$ cat config.mk
export PLATFORM = sky130hd
export DESIGN_NAME = pnrp_host
export DESIGN_NICKNAME = d
export VERILOG_FILES = /design/src/hdl/pnrp_pkg.sv /design/src/hdl/pnrp_host.sv /design/src/hdl/pnrp_cycle.sv
export VERILOG_INCLUDE_DIRS = /design/src /design/src/hdl
export SDC_FILE = /design/constraint.sdc
export NUM_CORES = 1
export LEC_CHECK = 0
export BUFFER_PORTS_ARGS = -buffer_cell sky130_fd_sc_hd__buf_4
export CAP_MARGIN = 5
export CORE_MARGIN = 5
export CORE_UTILIZATION = 52
export DETAILED_ROUTE_END_ITERATION = 7
export PLACE_DENSITY = 0.73
export SLEW_MARGIN = 30
export SYNTH_ARGS = -nofsm -noshare
export SYNTH_HDL_FRONTEND = slang
export SYNTH_HIERARCHICAL = 1
export SYNTH_SLANG_ARGS = --single-unit
$ cat constraint.sdc
create_clock -name clk_i -period 2.3 [get_ports clk_i]
set_input_delay 0.46 -clock clk_i [delete_from_list [all_inputs] [get_ports clk_i]]
set_output_delay 0.46 -clock clk_i [all_outputs]
set_load 0.01 [all_outputs]
$ cat src/hdl/pnrp_cfg.svh
// Contract
// Flash holds 2M bytes: 21 address lines, one 8-bit data bus.
// Host writes a command by pulsing write strobe low with select low.
// Device captures address on the later falling edge of strobe or select.
// Device captures data on the earlier rising edge of strobe or select.
// Device drops to low power by itself after a completed read.
// Any address or control change starting a read wakes it, no delay.
// After power-up with select low, no low power until first change.
// Device drives data only when select and output enable are both low; the flash model drives the inverse of its last byte otherwise.
// Data bus floats whenever select or output enable is high; the flash model drives the inverse of its last byte instead.
// Select high deselects the device; bus activity is ignored.
// Host programs a byte only into an already erased sector.
// Byte program is three unlock writes then one address and data write.
// Internal programming starts at the earlier rising edge of fourth write.
// Internal programming finishes within 10 us, then reads are normal.
// While programming, reads return only status bits, not array data.
// Device ignores commands written while programming runs.
// Host holds write protect constant throughout a command sequence.
// With write protect grounded, boot block program and erase refused.
// Asserting reset aborts activity and returns the device to read mode.
// Sector uses address bits 20 to 12; block uses bits 20 to 16.
// A write off the expected sequence step abandons it, no programming.
// While busy, bit seven reads inverted; true once programming is done.
// While busy, bit six alternates on consecutive reads; stops when done.
// Inverted bit seven is valid after the fourth write's rising edge.
`ifndef PNRP_CFG_SVH
`define PNRP_CFG_SVH

// ----------------------------------------------------------------------
// Geometry
// ----------------------------------------------------------------------
`define PNRP_ADDR_W 21
`define PNRP_DATA_W 8
`define PNRP_SECTOR_LSB 12
`define PNRP_BLOCK_LSB 16
`define PNRP_POLL_BIT 7
`define PNRP_TOGGLE_BIT 6

// ----------------------------------------------------------------------
// Unlock sequence (addresses and data of the three unlock writes)
// ----------------------------------------------------------------------
`define PNRP_UNLOCK_A1 21'h000555
`define PNRP_UNLOCK_D1 8'haa
`define PNRP_UNLOCK_A2 21'h0002aa
`define PNRP_UNLOCK_D2 8'h55
`define PNRP_UNLOCK_A3 21'h000555
`define PNRP_UNLOCK_D3 8'ha0

// ----------------------------------------------------------------------
// Timing, 100 MHz clock
// ----------------------------------------------------------------------
`define PNRP_CLK_NS 10
`define PNRP_PROG_MAX_NS 10000
`define PNRP_PROG_CYC (`PNRP_PROG_MAX_NS / `PNRP_CLK_NS)
`define PNRP_STROBE_CYC 4
`define PNRP_RST_CYC 4

`endif

$ cat src/hdl/pnrp_pkg.sv
package pnrp_pkg;
  // Top-level sequencer states, Gray coded along the program path
  typedef enum logic [3:0] {
    PNRP_IDLE = 4'h0,
    PNRP_WR_CYC = 4'h1,
    PNRP_WR_GAP = 4'h3,
    PNRP_POLL = 4'h2,
    PNRP_RD = 4'h6,
    PNRP_DONE = 4'h7,
    PNRP_RESET = 4'h5
  } pnrp_state_t;

  // Bus cycle engine states
  typedef enum logic [1:0] {
    PNRP_CYC_IDLE = 2'h0,
    PNRP_CYC_SETUP = 2'h1,
    PNRP_CYC_PULSE = 2'h3,
    PNRP_CYC_HOLD = 2'h2
  } pnrp_cyc_t;
endpackage : pnrp_pkg

$ cat src/hdl/pnrp_host.sv
`timescale 1ns/1ps
`include "pnrp_cfg.svh"
// Host controller: reads bytes and runs the byte-program sequence.
module pnrp_host #(
  parameter int ADDR_W = `PNRP_ADDR_W,
  parameter int DATA_W = `PNRP_DATA_W,
  parameter int PROG_CYC = `PNRP_PROG_CYC,
  parameter logic WP_LEVEL = 1'b1
) (
  input wire logic clk_i,
  input wire logic arst_n_i,
  // User side
  input wire logic rd_req_i,
  input wire logic prog_req_i,
  input wire logic reset_req_i,
  input wire logic [ADDR_W-1:0] addr_i,
  input wire logic [DATA_W-1:0] wdata_i,
  output logic busy_o,
  output logic done_o,
  output logic error_o,
  output logic [DATA_W-1:0] rdata_o,
  // Flash pins
  output logic [ADDR_W-1:0] flash_addr_o,
  input wire logic [DATA_W-1:0] data_bus_i,
  output logic [DATA_W-1:0] data_bus_o,
  output logic data_bus_oe_o,
  output logic ce_n_o,
  output logic oe_n_o,
  output logic we_n_o,
  output logic wp_n_o,
  output logic rst_n_o
);
  pnrp_pkg::pnrp_state_t st_r, st_nxt;
  logic [1:0] step_r, step_nxt;
  logic [31:0] tmo_r, tmo_nxt;
  logic [2:0] rcnt_r, rcnt_nxt;
  logic is_prog_r, is_prog_nxt;
  logic [ADDR_W-1:0] tgt_a_r, tgt_a_nxt;
  logic [DATA_W-1:0] tgt_d_r, tgt_d_nxt;
  logic [DATA_W-1:0] prev_r, prev_nxt;
  logic busy_nxt, done_nxt, error_nxt, rst_n_nxt;
  logic [DATA_W-1:0] rdata_nxt;
  logic cyc_start, cyc_write, cyc_done;
  logic [ADDR_W-1:0] cyc_addr;
  logic [DATA_W-1:0] cyc_wdata, cyc_rdata;

  // ------------------------------------------------------------------
  // Helpers
  // ------------------------------------------------------------------
  // Address and data of each of the four program writes
  function automatic logic [ADDR_W-1:0] step_addr(input logic [1:0] s,
      input logic [ADDR_W-1:0] tgt);
    case (s)
      2'h0: step_addr = ADDR_W'(`PNRP_UNLOCK_A1);
      2'h1: step_addr = ADDR_W'(`PNRP_UNLOCK_A2);
      2'h2: step_addr = ADDR_W'(`PNRP_UNLOCK_A3);
      default: step_addr = tgt;
    endcase
  endfunction : step_addr

  function automatic logic [DATA_W-1:0] step_data(input logic [1:0] s,
      input logic [DATA_W-1:0] tgt);
    case (s)
      2'h0: step_data = DATA_W'(`PNRP_UNLOCK_D1);
      2'h1: step_data = DATA_W'(`PNRP_UNLOCK_D2);
      2'h2: step_data = DATA_W'(`PNRP_UNLOCK_D3);
      default: step_data = tgt;
    endcase
  endfunction : step_data

  // Two status reads agree when bit six did not toggle
  function automatic logic stable(input logic [DATA_W-1:0] a,
      input logic [DATA_W-1:0] b);
    stable = (a[`PNRP_TOGGLE_BIT] == b[`PNRP_TOGGLE_BIT]);
  endfunction : stable

  // ------------------------------------------------------------------
  // Sequencer
  // ------------------------------------------------------------------
  // New user requests are refused while busy, so no command ever
  // reaches the flash during internal programming
  always_comb begin
    st_nxt = st_r;
    step_nxt = step_r;
    tmo_nxt = tmo_r;
    rcnt_nxt = rcnt_r;
    is_prog_nxt = is_prog_r;
    tgt_a_nxt = tgt_a_r;
    tgt_d_nxt = tgt_d_r;
    prev_nxt = prev_r;
    busy_nxt = busy_o;
    done_nxt = 1'b0;
    error_nxt = 1'b0;
    rdata_nxt = rdata_o;
    rst_n_nxt = 1'b1;
    cyc_start = 1'b0;
    cyc_write = 1'b0;
    cyc_addr = tgt_a_r;
    cyc_wdata = tgt_d_r;
    case (st_r)
      pnrp_pkg::PNRP_IDLE: begin
        busy_nxt = 1'b0;
        if (reset_req_i) begin
          rcnt_nxt = 3'(`PNRP_RST_CYC);
          busy_nxt = 1'b1;
          st_nxt = pnrp_pkg::PNRP_RESET;
        end else if (prog_req_i) begin
          // No erase path here: the caller must target an erased byte
          tgt_a_nxt = addr_i;
          tgt_d_nxt = wdata_i;
          step_nxt = 2'h0;
          is_prog_nxt = 1'b1;
          busy_nxt = 1'b1;
          st_nxt = pnrp_pkg::PNRP_WR_CYC;
        end else if (rd_req_i) begin
          tgt_a_nxt = addr_i;
          is_prog_nxt = 1'b0;
          // A finished program leaves the poll count set; clear it so the
          // read engine is started again
          rcnt_nxt = 3'h0;
          busy_nxt = 1'b1;
          st_nxt = pnrp_pkg::PNRP_RD;
        end
      end
      pnrp_pkg::PNRP_WR_CYC: begin
        // Fixed unlock order; a broken order would abort at the flash
        cyc_start = 1'b1;
        cyc_write = 1'b1;
        cyc_addr = step_addr(step_r, tgt_a_r);
        cyc_wdata = step_data(step_r, tgt_d_r);
        st_nxt = pnrp_pkg::PNRP_WR_GAP;
      end
      pnrp_pkg::PNRP_WR_GAP: begin
        if (cyc_done) begin
          if (step_r == 2'h3) begin
            // Fourth strobe rose: programming runs, status polling valid
            tmo_nxt = 32'(PROG_CYC);
            prev_nxt = '0;
            rcnt_nxt = 3'h0;
            st_nxt = pnrp_pkg::PNRP_POLL;
          end else begin
            step_nxt = step_r + 2'h1;
            st_nxt = pnrp_pkg::PNRP_WR_CYC;
          end
        end
      end
      pnrp_pkg::PNRP_POLL: begin
        // Poll the target address; status only, no array data
        cyc_start = 1'b1;
        st_nxt = pnrp_pkg::PNRP_RD;
      end
      pnrp_pkg::PNRP_RD: begin
        if (tmo_r != 32'h0) begin
          tmo_nxt = tmo_r - 32'h1;
        end
        if (!is_prog_r) begin
          cyc_start = (rcnt_r == 3'h0);
          rcnt_nxt = 3'h1;
          if (cyc_done) begin
            rdata_nxt = cyc_rdata;
            rcnt_nxt = 3'h0;
            done_nxt = 1'b1;
            st_nxt = pnrp_pkg::PNRP_DONE;
          end
        end else if (cyc_done) begin
          prev_nxt = cyc_rdata;
          // Saturate so a long poll never wraps back to the first-poll mark
          rcnt_nxt = (rcnt_r == 3'h7) ? rcnt_r : rcnt_r + 3'h1;
          // Done when bit seven is true and bit six stopped toggling
          if (cyc_rdata[`PNRP_POLL_BIT] == tgt_d_r[`PNRP_POLL_BIT] &&
              rcnt_r != 3'h0 && stable(cyc_rdata, prev_r)) begin
            rdata_nxt = cyc_rdata;
            done_nxt = 1'b1;
            st_nxt = pnrp_pkg::PNRP_DONE;
          end else if (tmo_r == 32'h0) begin
            // Longer than the bound: flag and reset the flash
            error_nxt = 1'b1;
            rcnt_nxt = 3'(`PNRP_RST_CYC);
            st_nxt = pnrp_pkg::PNRP_RESET;
          end else begin
            st_nxt = pnrp_pkg::PNRP_POLL;
          end
        end
      end
      pnrp_pkg::PNRP_RESET: begin
        rst_n_nxt = 1'b0;
        rcnt_nxt = rcnt_r - 3'h1;
        if (rcnt_r == 3'h1) begin
          done_nxt = 1'b1;
          st_nxt = pnrp_pkg::PNRP_DONE;
        end
      end
      default: begin
        busy_nxt = 1'b0;
        st_nxt = pnrp_pkg::PNRP_IDLE;
      end
    endcase
  end

  // Registers; write protect is low in reset, then the constant WP_LEVEL
  always_ff @(posedge clk_i or negedge arst_n_i) begin
    if (!arst_n_i) begin
      st_r <= pnrp_pkg::PNRP_IDLE;
      step_r <= 2'h0;
      tmo_r <= 32'h0;
      rcnt_r <= 3'h0;
      is_prog_r <= 1'b0;
      tgt_a_r <= '0;
      tgt_d_r <= '0;
      prev_r <= '0;
      busy_o <= 1'b0;
      done_o <= 1'b0;
      error_o <= 1'b0;
      rdata_o <= '0;
      rst_n_o <= 1'b0;
      wp_n_o <= 1'b0;
    end else begin
      st_r <= st_nxt;
      step_r <= step_nxt;
      tmo_r <= tmo_nxt;
      rcnt_r <= rcnt_nxt;
      is_prog_r <= is_prog_nxt;
      tgt_a_r <= tgt_a_nxt;
      tgt_d_r <= tgt_d_nxt;
      prev_r <= prev_nxt;
      busy_o <= busy_nxt;
      done_o <= done_nxt;
      error_o <= error_nxt;
      rdata_o <= rdata_nxt;
      rst_n_o <= rst_n_nxt;
      wp_n_o <= WP_LEVEL;
    end
  end

  // ------------------------------------------------------------------
  // Pin cycle engine
  // ------------------------------------------------------------------
  pnrp_cycle #(
    .ADDR_W(ADDR_W),
    .DATA_W(DATA_W),
    .PULSE_CYC(`PNRP_STROBE_CYC)
  ) u_cycle (
    .clk_i(clk_i),
    .arst_n_i(arst_n_i),
    .start_i(cyc_start),
    .write_i(cyc_write),
    .addr_i(cyc_addr),
    .wdata_i(cyc_wdata),
    .dq_i(data_bus_i),
    .done_o(cyc_done),
    .rdata_o(cyc_rdata),
    .addr_o(flash_addr_o),
    .dq_o(data_bus_o),
    .dq_oe_o(data_bus_oe_o),
    .ce_n_o(ce_n_o),
    .oe_n_o(oe_n_o),
    .we_n_o(we_n_o)
  );
endmodule : pnrp_host

$ cat src/hdl/pnrp_cycle.sv
`timescale 1ns/1ps
`include "pnrp_cfg.svh"
// One pin-level bus cycle: write (select and strobe low) or read.
module pnrp_cycle #(
  parameter int ADDR_W = `PNRP_ADDR_W,
  parameter int DATA_W = `PNRP_DATA_W,
  parameter int PULSE_CYC = `PNRP_STROBE_CYC
) (
  input wire logic clk_i,
  input wire logic arst_n_i,
  input wire logic start_i,
  input wire logic write_i,
  input wire logic [ADDR_W-1:0] addr_i,
  input wire logic [DATA_W-1:0] wdata_i,
  input wire logic [DATA_W-1:0] dq_i,
  output logic done_o,
  output logic [DATA_W-1:0] rdata_o,
  output logic [ADDR_W-1:0] addr_o,
  output logic [DATA_W-1:0] dq_o,
  output logic dq_oe_o,
  output logic ce_n_o,
  output logic oe_n_o,
  output logic we_n_o
);
  pnrp_pkg::pnrp_cyc_t st_r, st_nxt;
  logic [7:0] cnt_r, cnt_nxt;
  logic wr_r, wr_nxt;
  logic done_nxt;
  logic [DATA_W-1:0] rdata_nxt;
  logic [ADDR_W-1:0] addr_nxt;
  logic [DATA_W-1:0] dq_nxt;
  logic dq_oe_nxt, ce_n_nxt, oe_n_nxt, we_n_nxt;

  // ------------------------------------------------------------------
  // Cycle sequencing
  // ------------------------------------------------------------------
  // Address set up before strobe falls and held past its rise, so both
  // capture edges of the device see stable pins
  always_comb begin
    st_nxt = st_r;
    cnt_nxt = cnt_r;
    wr_nxt = wr_r;
    done_nxt = 1'b0;
    rdata_nxt = rdata_o;
    addr_nxt = addr_o;
    dq_nxt = dq_o;
    dq_oe_nxt = dq_oe_o;
    ce_n_nxt = ce_n_o;
    oe_n_nxt = oe_n_o;
    we_n_nxt = we_n_o;
    case (st_r)
      pnrp_pkg::PNRP_CYC_IDLE: begin
        if (start_i) begin
          addr_nxt = addr_i;
          wr_nxt = write_i;
          dq_nxt = wdata_i;
          dq_oe_nxt = write_i;
          ce_n_nxt = 1'b0;
          st_nxt = pnrp_pkg::PNRP_CYC_SETUP;
        end
      end
      pnrp_pkg::PNRP_CYC_SETUP: begin
        // Strobe falls after select: address taken here on write
        we_n_nxt = ~wr_r;
        oe_n_nxt = wr_r;
        cnt_nxt = 8'(PULSE_CYC);
        st_nxt = pnrp_pkg::PNRP_CYC_PULSE;
      end
      pnrp_pkg::PNRP_CYC_PULSE: begin
        cnt_nxt = cnt_r - 8'h01;
        if (cnt_r == 8'h01) begin
          // Strobe rises before select: data taken here
          we_n_nxt = 1'b1;
          oe_n_nxt = 1'b1;
          rdata_nxt = dq_i;
          st_nxt = pnrp_pkg::PNRP_CYC_HOLD;
        end
      end
      default: begin
        ce_n_nxt = 1'b1;
        dq_oe_nxt = 1'b0;
        done_nxt = 1'b1;
        st_nxt = pnrp_pkg::PNRP_CYC_IDLE;
      end
    endcase
  end

  // Registers
  always_ff @(posedge clk_i or negedge arst_n_i) begin
    if (!arst_n_i) begin
      st_r <= pnrp_pkg::PNRP_CYC_IDLE;
      cnt_r <= 8'h00;
      wr_r <= 1'b0;
      done_o <= 1'b0;
      rdata_o <= '0;
      addr_o <= '0;
      dq_o <= '0;
      dq_oe_o <= 1'b0;
      ce_n_o <= 1'b1;
      oe_n_o <= 1'b1;
      we_n_o <= 1'b1;
    end else begin
      st_r <= st_nxt;
      cnt_r <= cnt_nxt;
      wr_r <= wr_nxt;
      done_o <= done_nxt;
      rdata_o <= rdata_nxt;
      addr_o <= addr_nxt;
      dq_o <= dq_nxt;
      dq_oe_o <= dq_oe_nxt;
      ce_n_o <= ce_n_nxt;
      oe_n_o <= oe_n_nxt;
      we_n_o <= we_n_nxt;
    end
  end
endmodule : pnrp_cycle

==> results.md <==
- Status: finished with violations
- Nets: 836
- Share of cells above drive strength 1: 42.6%
- Reg clk slew, reported paths: 0.06 ns
- Core footprint: 0.0131 mm²
- Final wirelength: 17.4 mm
- TritonRoute pass-1 iters: 5
- Worst-Margin Slew: 0.534 ns
- Register area share after synthesis: 50.2%
- Multiplexer share of the synthesized area: 14.0%
- Worst Path Max Fanout: 5
- Number of fill cells: 925
- Clock tree buffer depth: 2
- Register area: 0.00343 mm²
- Largest net degree at the start of global routing: 56
- Pleak: 4.05 nW
- Final HPWL DP: 11.8 mm
- Critical Path Most Common Cell: or4_4
- Die Wd: 125 µm
- Arrival time worst endpoint: 2.78 ns
- Max stage delay cell, worst path: or4_4
- CP top delay family: simple AND/OR/NAND/NOR gates
- Drt wl/cell: 17.9 µm
- H-tree levels: 4
- Synthesized area: 0.00684 mm²
- First-pass GRT wire length: 28.8 mm
- Vias: 5,661
- Multi-input logic area: 0.00349 mm²
- Hold Vio Cnt, Final: 8
- DR iter-0 viols: 470
- Fmax: 413 MHz
- Synth Area in Compound Gates: 11.8%
- Post-synthesis adder-cell area fraction: 2.01%
- Clk Tree Root Cell: clkbuf_16
- Post-synth EDFFs: 0
- Yosys Warn Count: 6
- TNS Setup: -0.544 ns
- Latest clock arrival within the worst-skew pair: 0.43 ns
- Main combinational cell family by area after synthesis: simple AND/OR/NAND/NOR gates
- Mean area per synthesized cell: 10.8 µm²
- Total CTS buffers: 17
- Final Core Density: 69.4%
- Post-route antenna net violation count: 0
- Drt drc: 0
- Max Slew Vio Count: 0
- Antenna violations before repair: 0
- Post-DR vias/cell: 5.82
- Synth-to-Final Area Change: 32.8%
- I/O pins: 88
- Height of the die: 125 µm
- Critical path type: reg -> reg
- Crit. End Element: flip-flop
- Peak supply drop: 0.936 mV
- Max Cap Viol: 0
- Hold-fix buffers, CTS: 0
- Critical Path RT: 2.65 ns
- Tcrit/Tclk final: 105%
- Num rows: 42
- HP Class: in -> async
- Vias in the first global route: 5,743
- Port bufs: 87
- Initial Utilization: 52.3%
- Simple-Gate Fraction of Synth Area: 18.1%
- N_diodes: 0
- Sum of buffers and inverters on the critical path: 0
- CP max stage delay: 0.56 ns
- Primary FF master, synth: dfrtp_1
- Synth Instances: 632
- Die area: 0.0156 mm²
- FF+latch count, synth: 137
- Failing checks: hold timing, setup timing
- Critical Path Start Type: flip-flop
- Clk sinks: 137
- Hold WS: -0.0146 ns
- CTS tree: yes
- Final setup margin: -0.124 ns
- Grt ovf: 0
- Critical-path cell list: or4_4 -> or2_4 -> or4_4 -> or4_4 -> a21oi_2
- Pwr dens: 1430 mW/mm²
- Setup Skew: 0.00663 ns
- Netlist cell types: 68
- Gr usage total: 22.5%
- RSZ-0062 raised after global routing: yes
- Post-Synth XOR/XNOR Area: 0.896%
- Post-synth ARST share: 100%
- Placer congestion estimate: 0.895
- Synthesized Nets: 685
- Final setup fails: 8
- Slew HR: 64.4%
- Min cycle time layout: 2.42 ns
logic make-up (layout without fill, tap and decap cells):
kind of cell / after synthesis / in the layout
fa+ha+maj: 11 / 11
mux: 86 / 86
other cells: 1 / 1
flops: 137 / 137
simple gates: 215 / 215
xor+xnor: 7 / 7
buf+inv: 52 / 216
compound gates: 123 / 123
layer usage:
| metal | vias to the layer above | share of wire (%) | GRT usage, % |
|---|---|---|---|
| met5 | - | 0 | 0 |
| met4 | 0 | 1.5 | 6.77 |
| met3 | 33 | 6.6 | 7.12 |
| met2 | 189 | 50 | 38.0 |
| met1 | 2821 | 42 | 27.8 |
| li1 | 2618 | - | - |
per-stage QoR:
step	std cells	area [µm²]	worst slack (ns)	total power, W	hold WS, ns
finish	972	9080	-0.124	0.0130	-0.0146
global route	972	9080	-0.141	0.0138	0.0264
CTS	967	8860	-0.0983	0.0126	0.00487
detailed placement	929	8210	-0.171	0.00988	0.456
global placement	929	8210	-0.109	0.00963	0.448
floorplan	632	6910	-0.175	0.00765	0.164
synth_stat cells (4+ instances only):
master	n	area (µm²)
nand2_1	54	203
nand3b_1	5	37.5
buf_2	7	35.0
xnor2_1	6	52.6
nand3_1	8	40.0
nor3_1	16	80.1
and2_1	12	75.1
inv_1	17	63.8
o211ai_1	4	30.0
or3_1	15	93.8
ha_1	11	138
nor2b_1	6	37.5
or2_2	6	37.5
nor4_1	13	81.3
o22ai_1	4	25.0
mux2i_1	11	110
dfrtp_1	134	3350
a21oi_1	29	145
o31ai_1	16	120
a31oi_1	6	37.5
mux2_2	73	822
o21ai_0	24	120
o21a_1	11	82.6
nor2_1	23	86.3
clkbuf_1	26	97.6
nand2b_1	10	62.6
or4_1	21	158
state kept, by name, indices dropped and copies added (netlist names), 2 cells and up:
register	cells
tmo_r	32
tgt_a_r	21
u_cycle/addr_o	21
rdata_o	8
tgt_d_r	8
u_cycle/cnt_r	8
u_cycle/dq_o	8
u_cycle/rdata_o	8
rcnt_r	3
st_r	3
step_r	2
u_cycle/st_r	2
power breakdown:
group / total, W / internal (W) / switching, W / leakage, nW
Sequential: 0.00427 / 0.00348 / 0.000791 / 1.70
Clock: 0.00250 / 0.00148 / 0.00102 / 0.267
Combinational: 0.00621 / 0.00329 / 0.00293 / 2.09
layout make-up:
type	instances	area share, %
inverter	17	0.702
multi-input combinational	443	38.4
clock inverter	11	0.799
sequential	137	37.8
tap	176	2.42
clock buffer	21	5.29
timing repair buffer	167	14.6
placed cells by master, fill, tap and decap left out, types with 5 or more instances in the layout:
master / Yosys / final
or3_1: 15 / 12
and2_1: 12 / 12
clkbuf_16: 0 / 18
buf_4: 0 / 160
xnor2_1: 6 / 6
nand3_1: 8 / 7
clkinv_2: 0 / 5
or4_1: 21 / 8
dfrtp_1: 134 / 134
nor4_1: 13 / 7
nor3_2: 1 / 5
o21ai_0: 24 / 23
mux2i_1: 11 / 11
a21oi_1: 29 / 20
ha_1: 11 / 10
a21oi_2: 0 / 9
mux2_2: 73 / 73
o21a_1: 11 / 11
nor2b_1: 6 / 6
or4_4: 3 / 16
nand2b_1: 10 / 10
inv_1: 17 / 15
o31ai_1: 16 / 13
nand2_1: 54 / 54
a31oi_1: 6 / 6
nor3_1: 16 / 12
nand3b_1: 5 / 5
nor2_1: 23 / 22
worst paths after layout:
path                            cells after the start           from            endpoint  slack (ns)
worst min register to register                      1    tgt_a_r[12]         tgt_a_r[12]        0.50
worst max register to register                      5       tmo_r[0]           tmo_r[17]       -0.12
worst max-delay path                                5       tmo_r[0]           tmo_r[17]       -0.12
max in group asynchronous                           2       arst_n_i           step_r[0]        1.63
worst min-delay path                                1       arst_n_i           tmo_r[26]       -0.01
min in group clk_i                                  2  data_bus_i[1]  u_cycle/rdata_o[1]        0.27
repair_timing:
action,4_1_cts,5_1_grt
buffers inserted,6,4
gates cloned,0,1
endpoints found under the hold margin,0,0
pin swaps,10,12
gates resized for setup,13,35
setup endpoints to repair,46,57
Note: power is estimated with default switching activity, not from simulation.
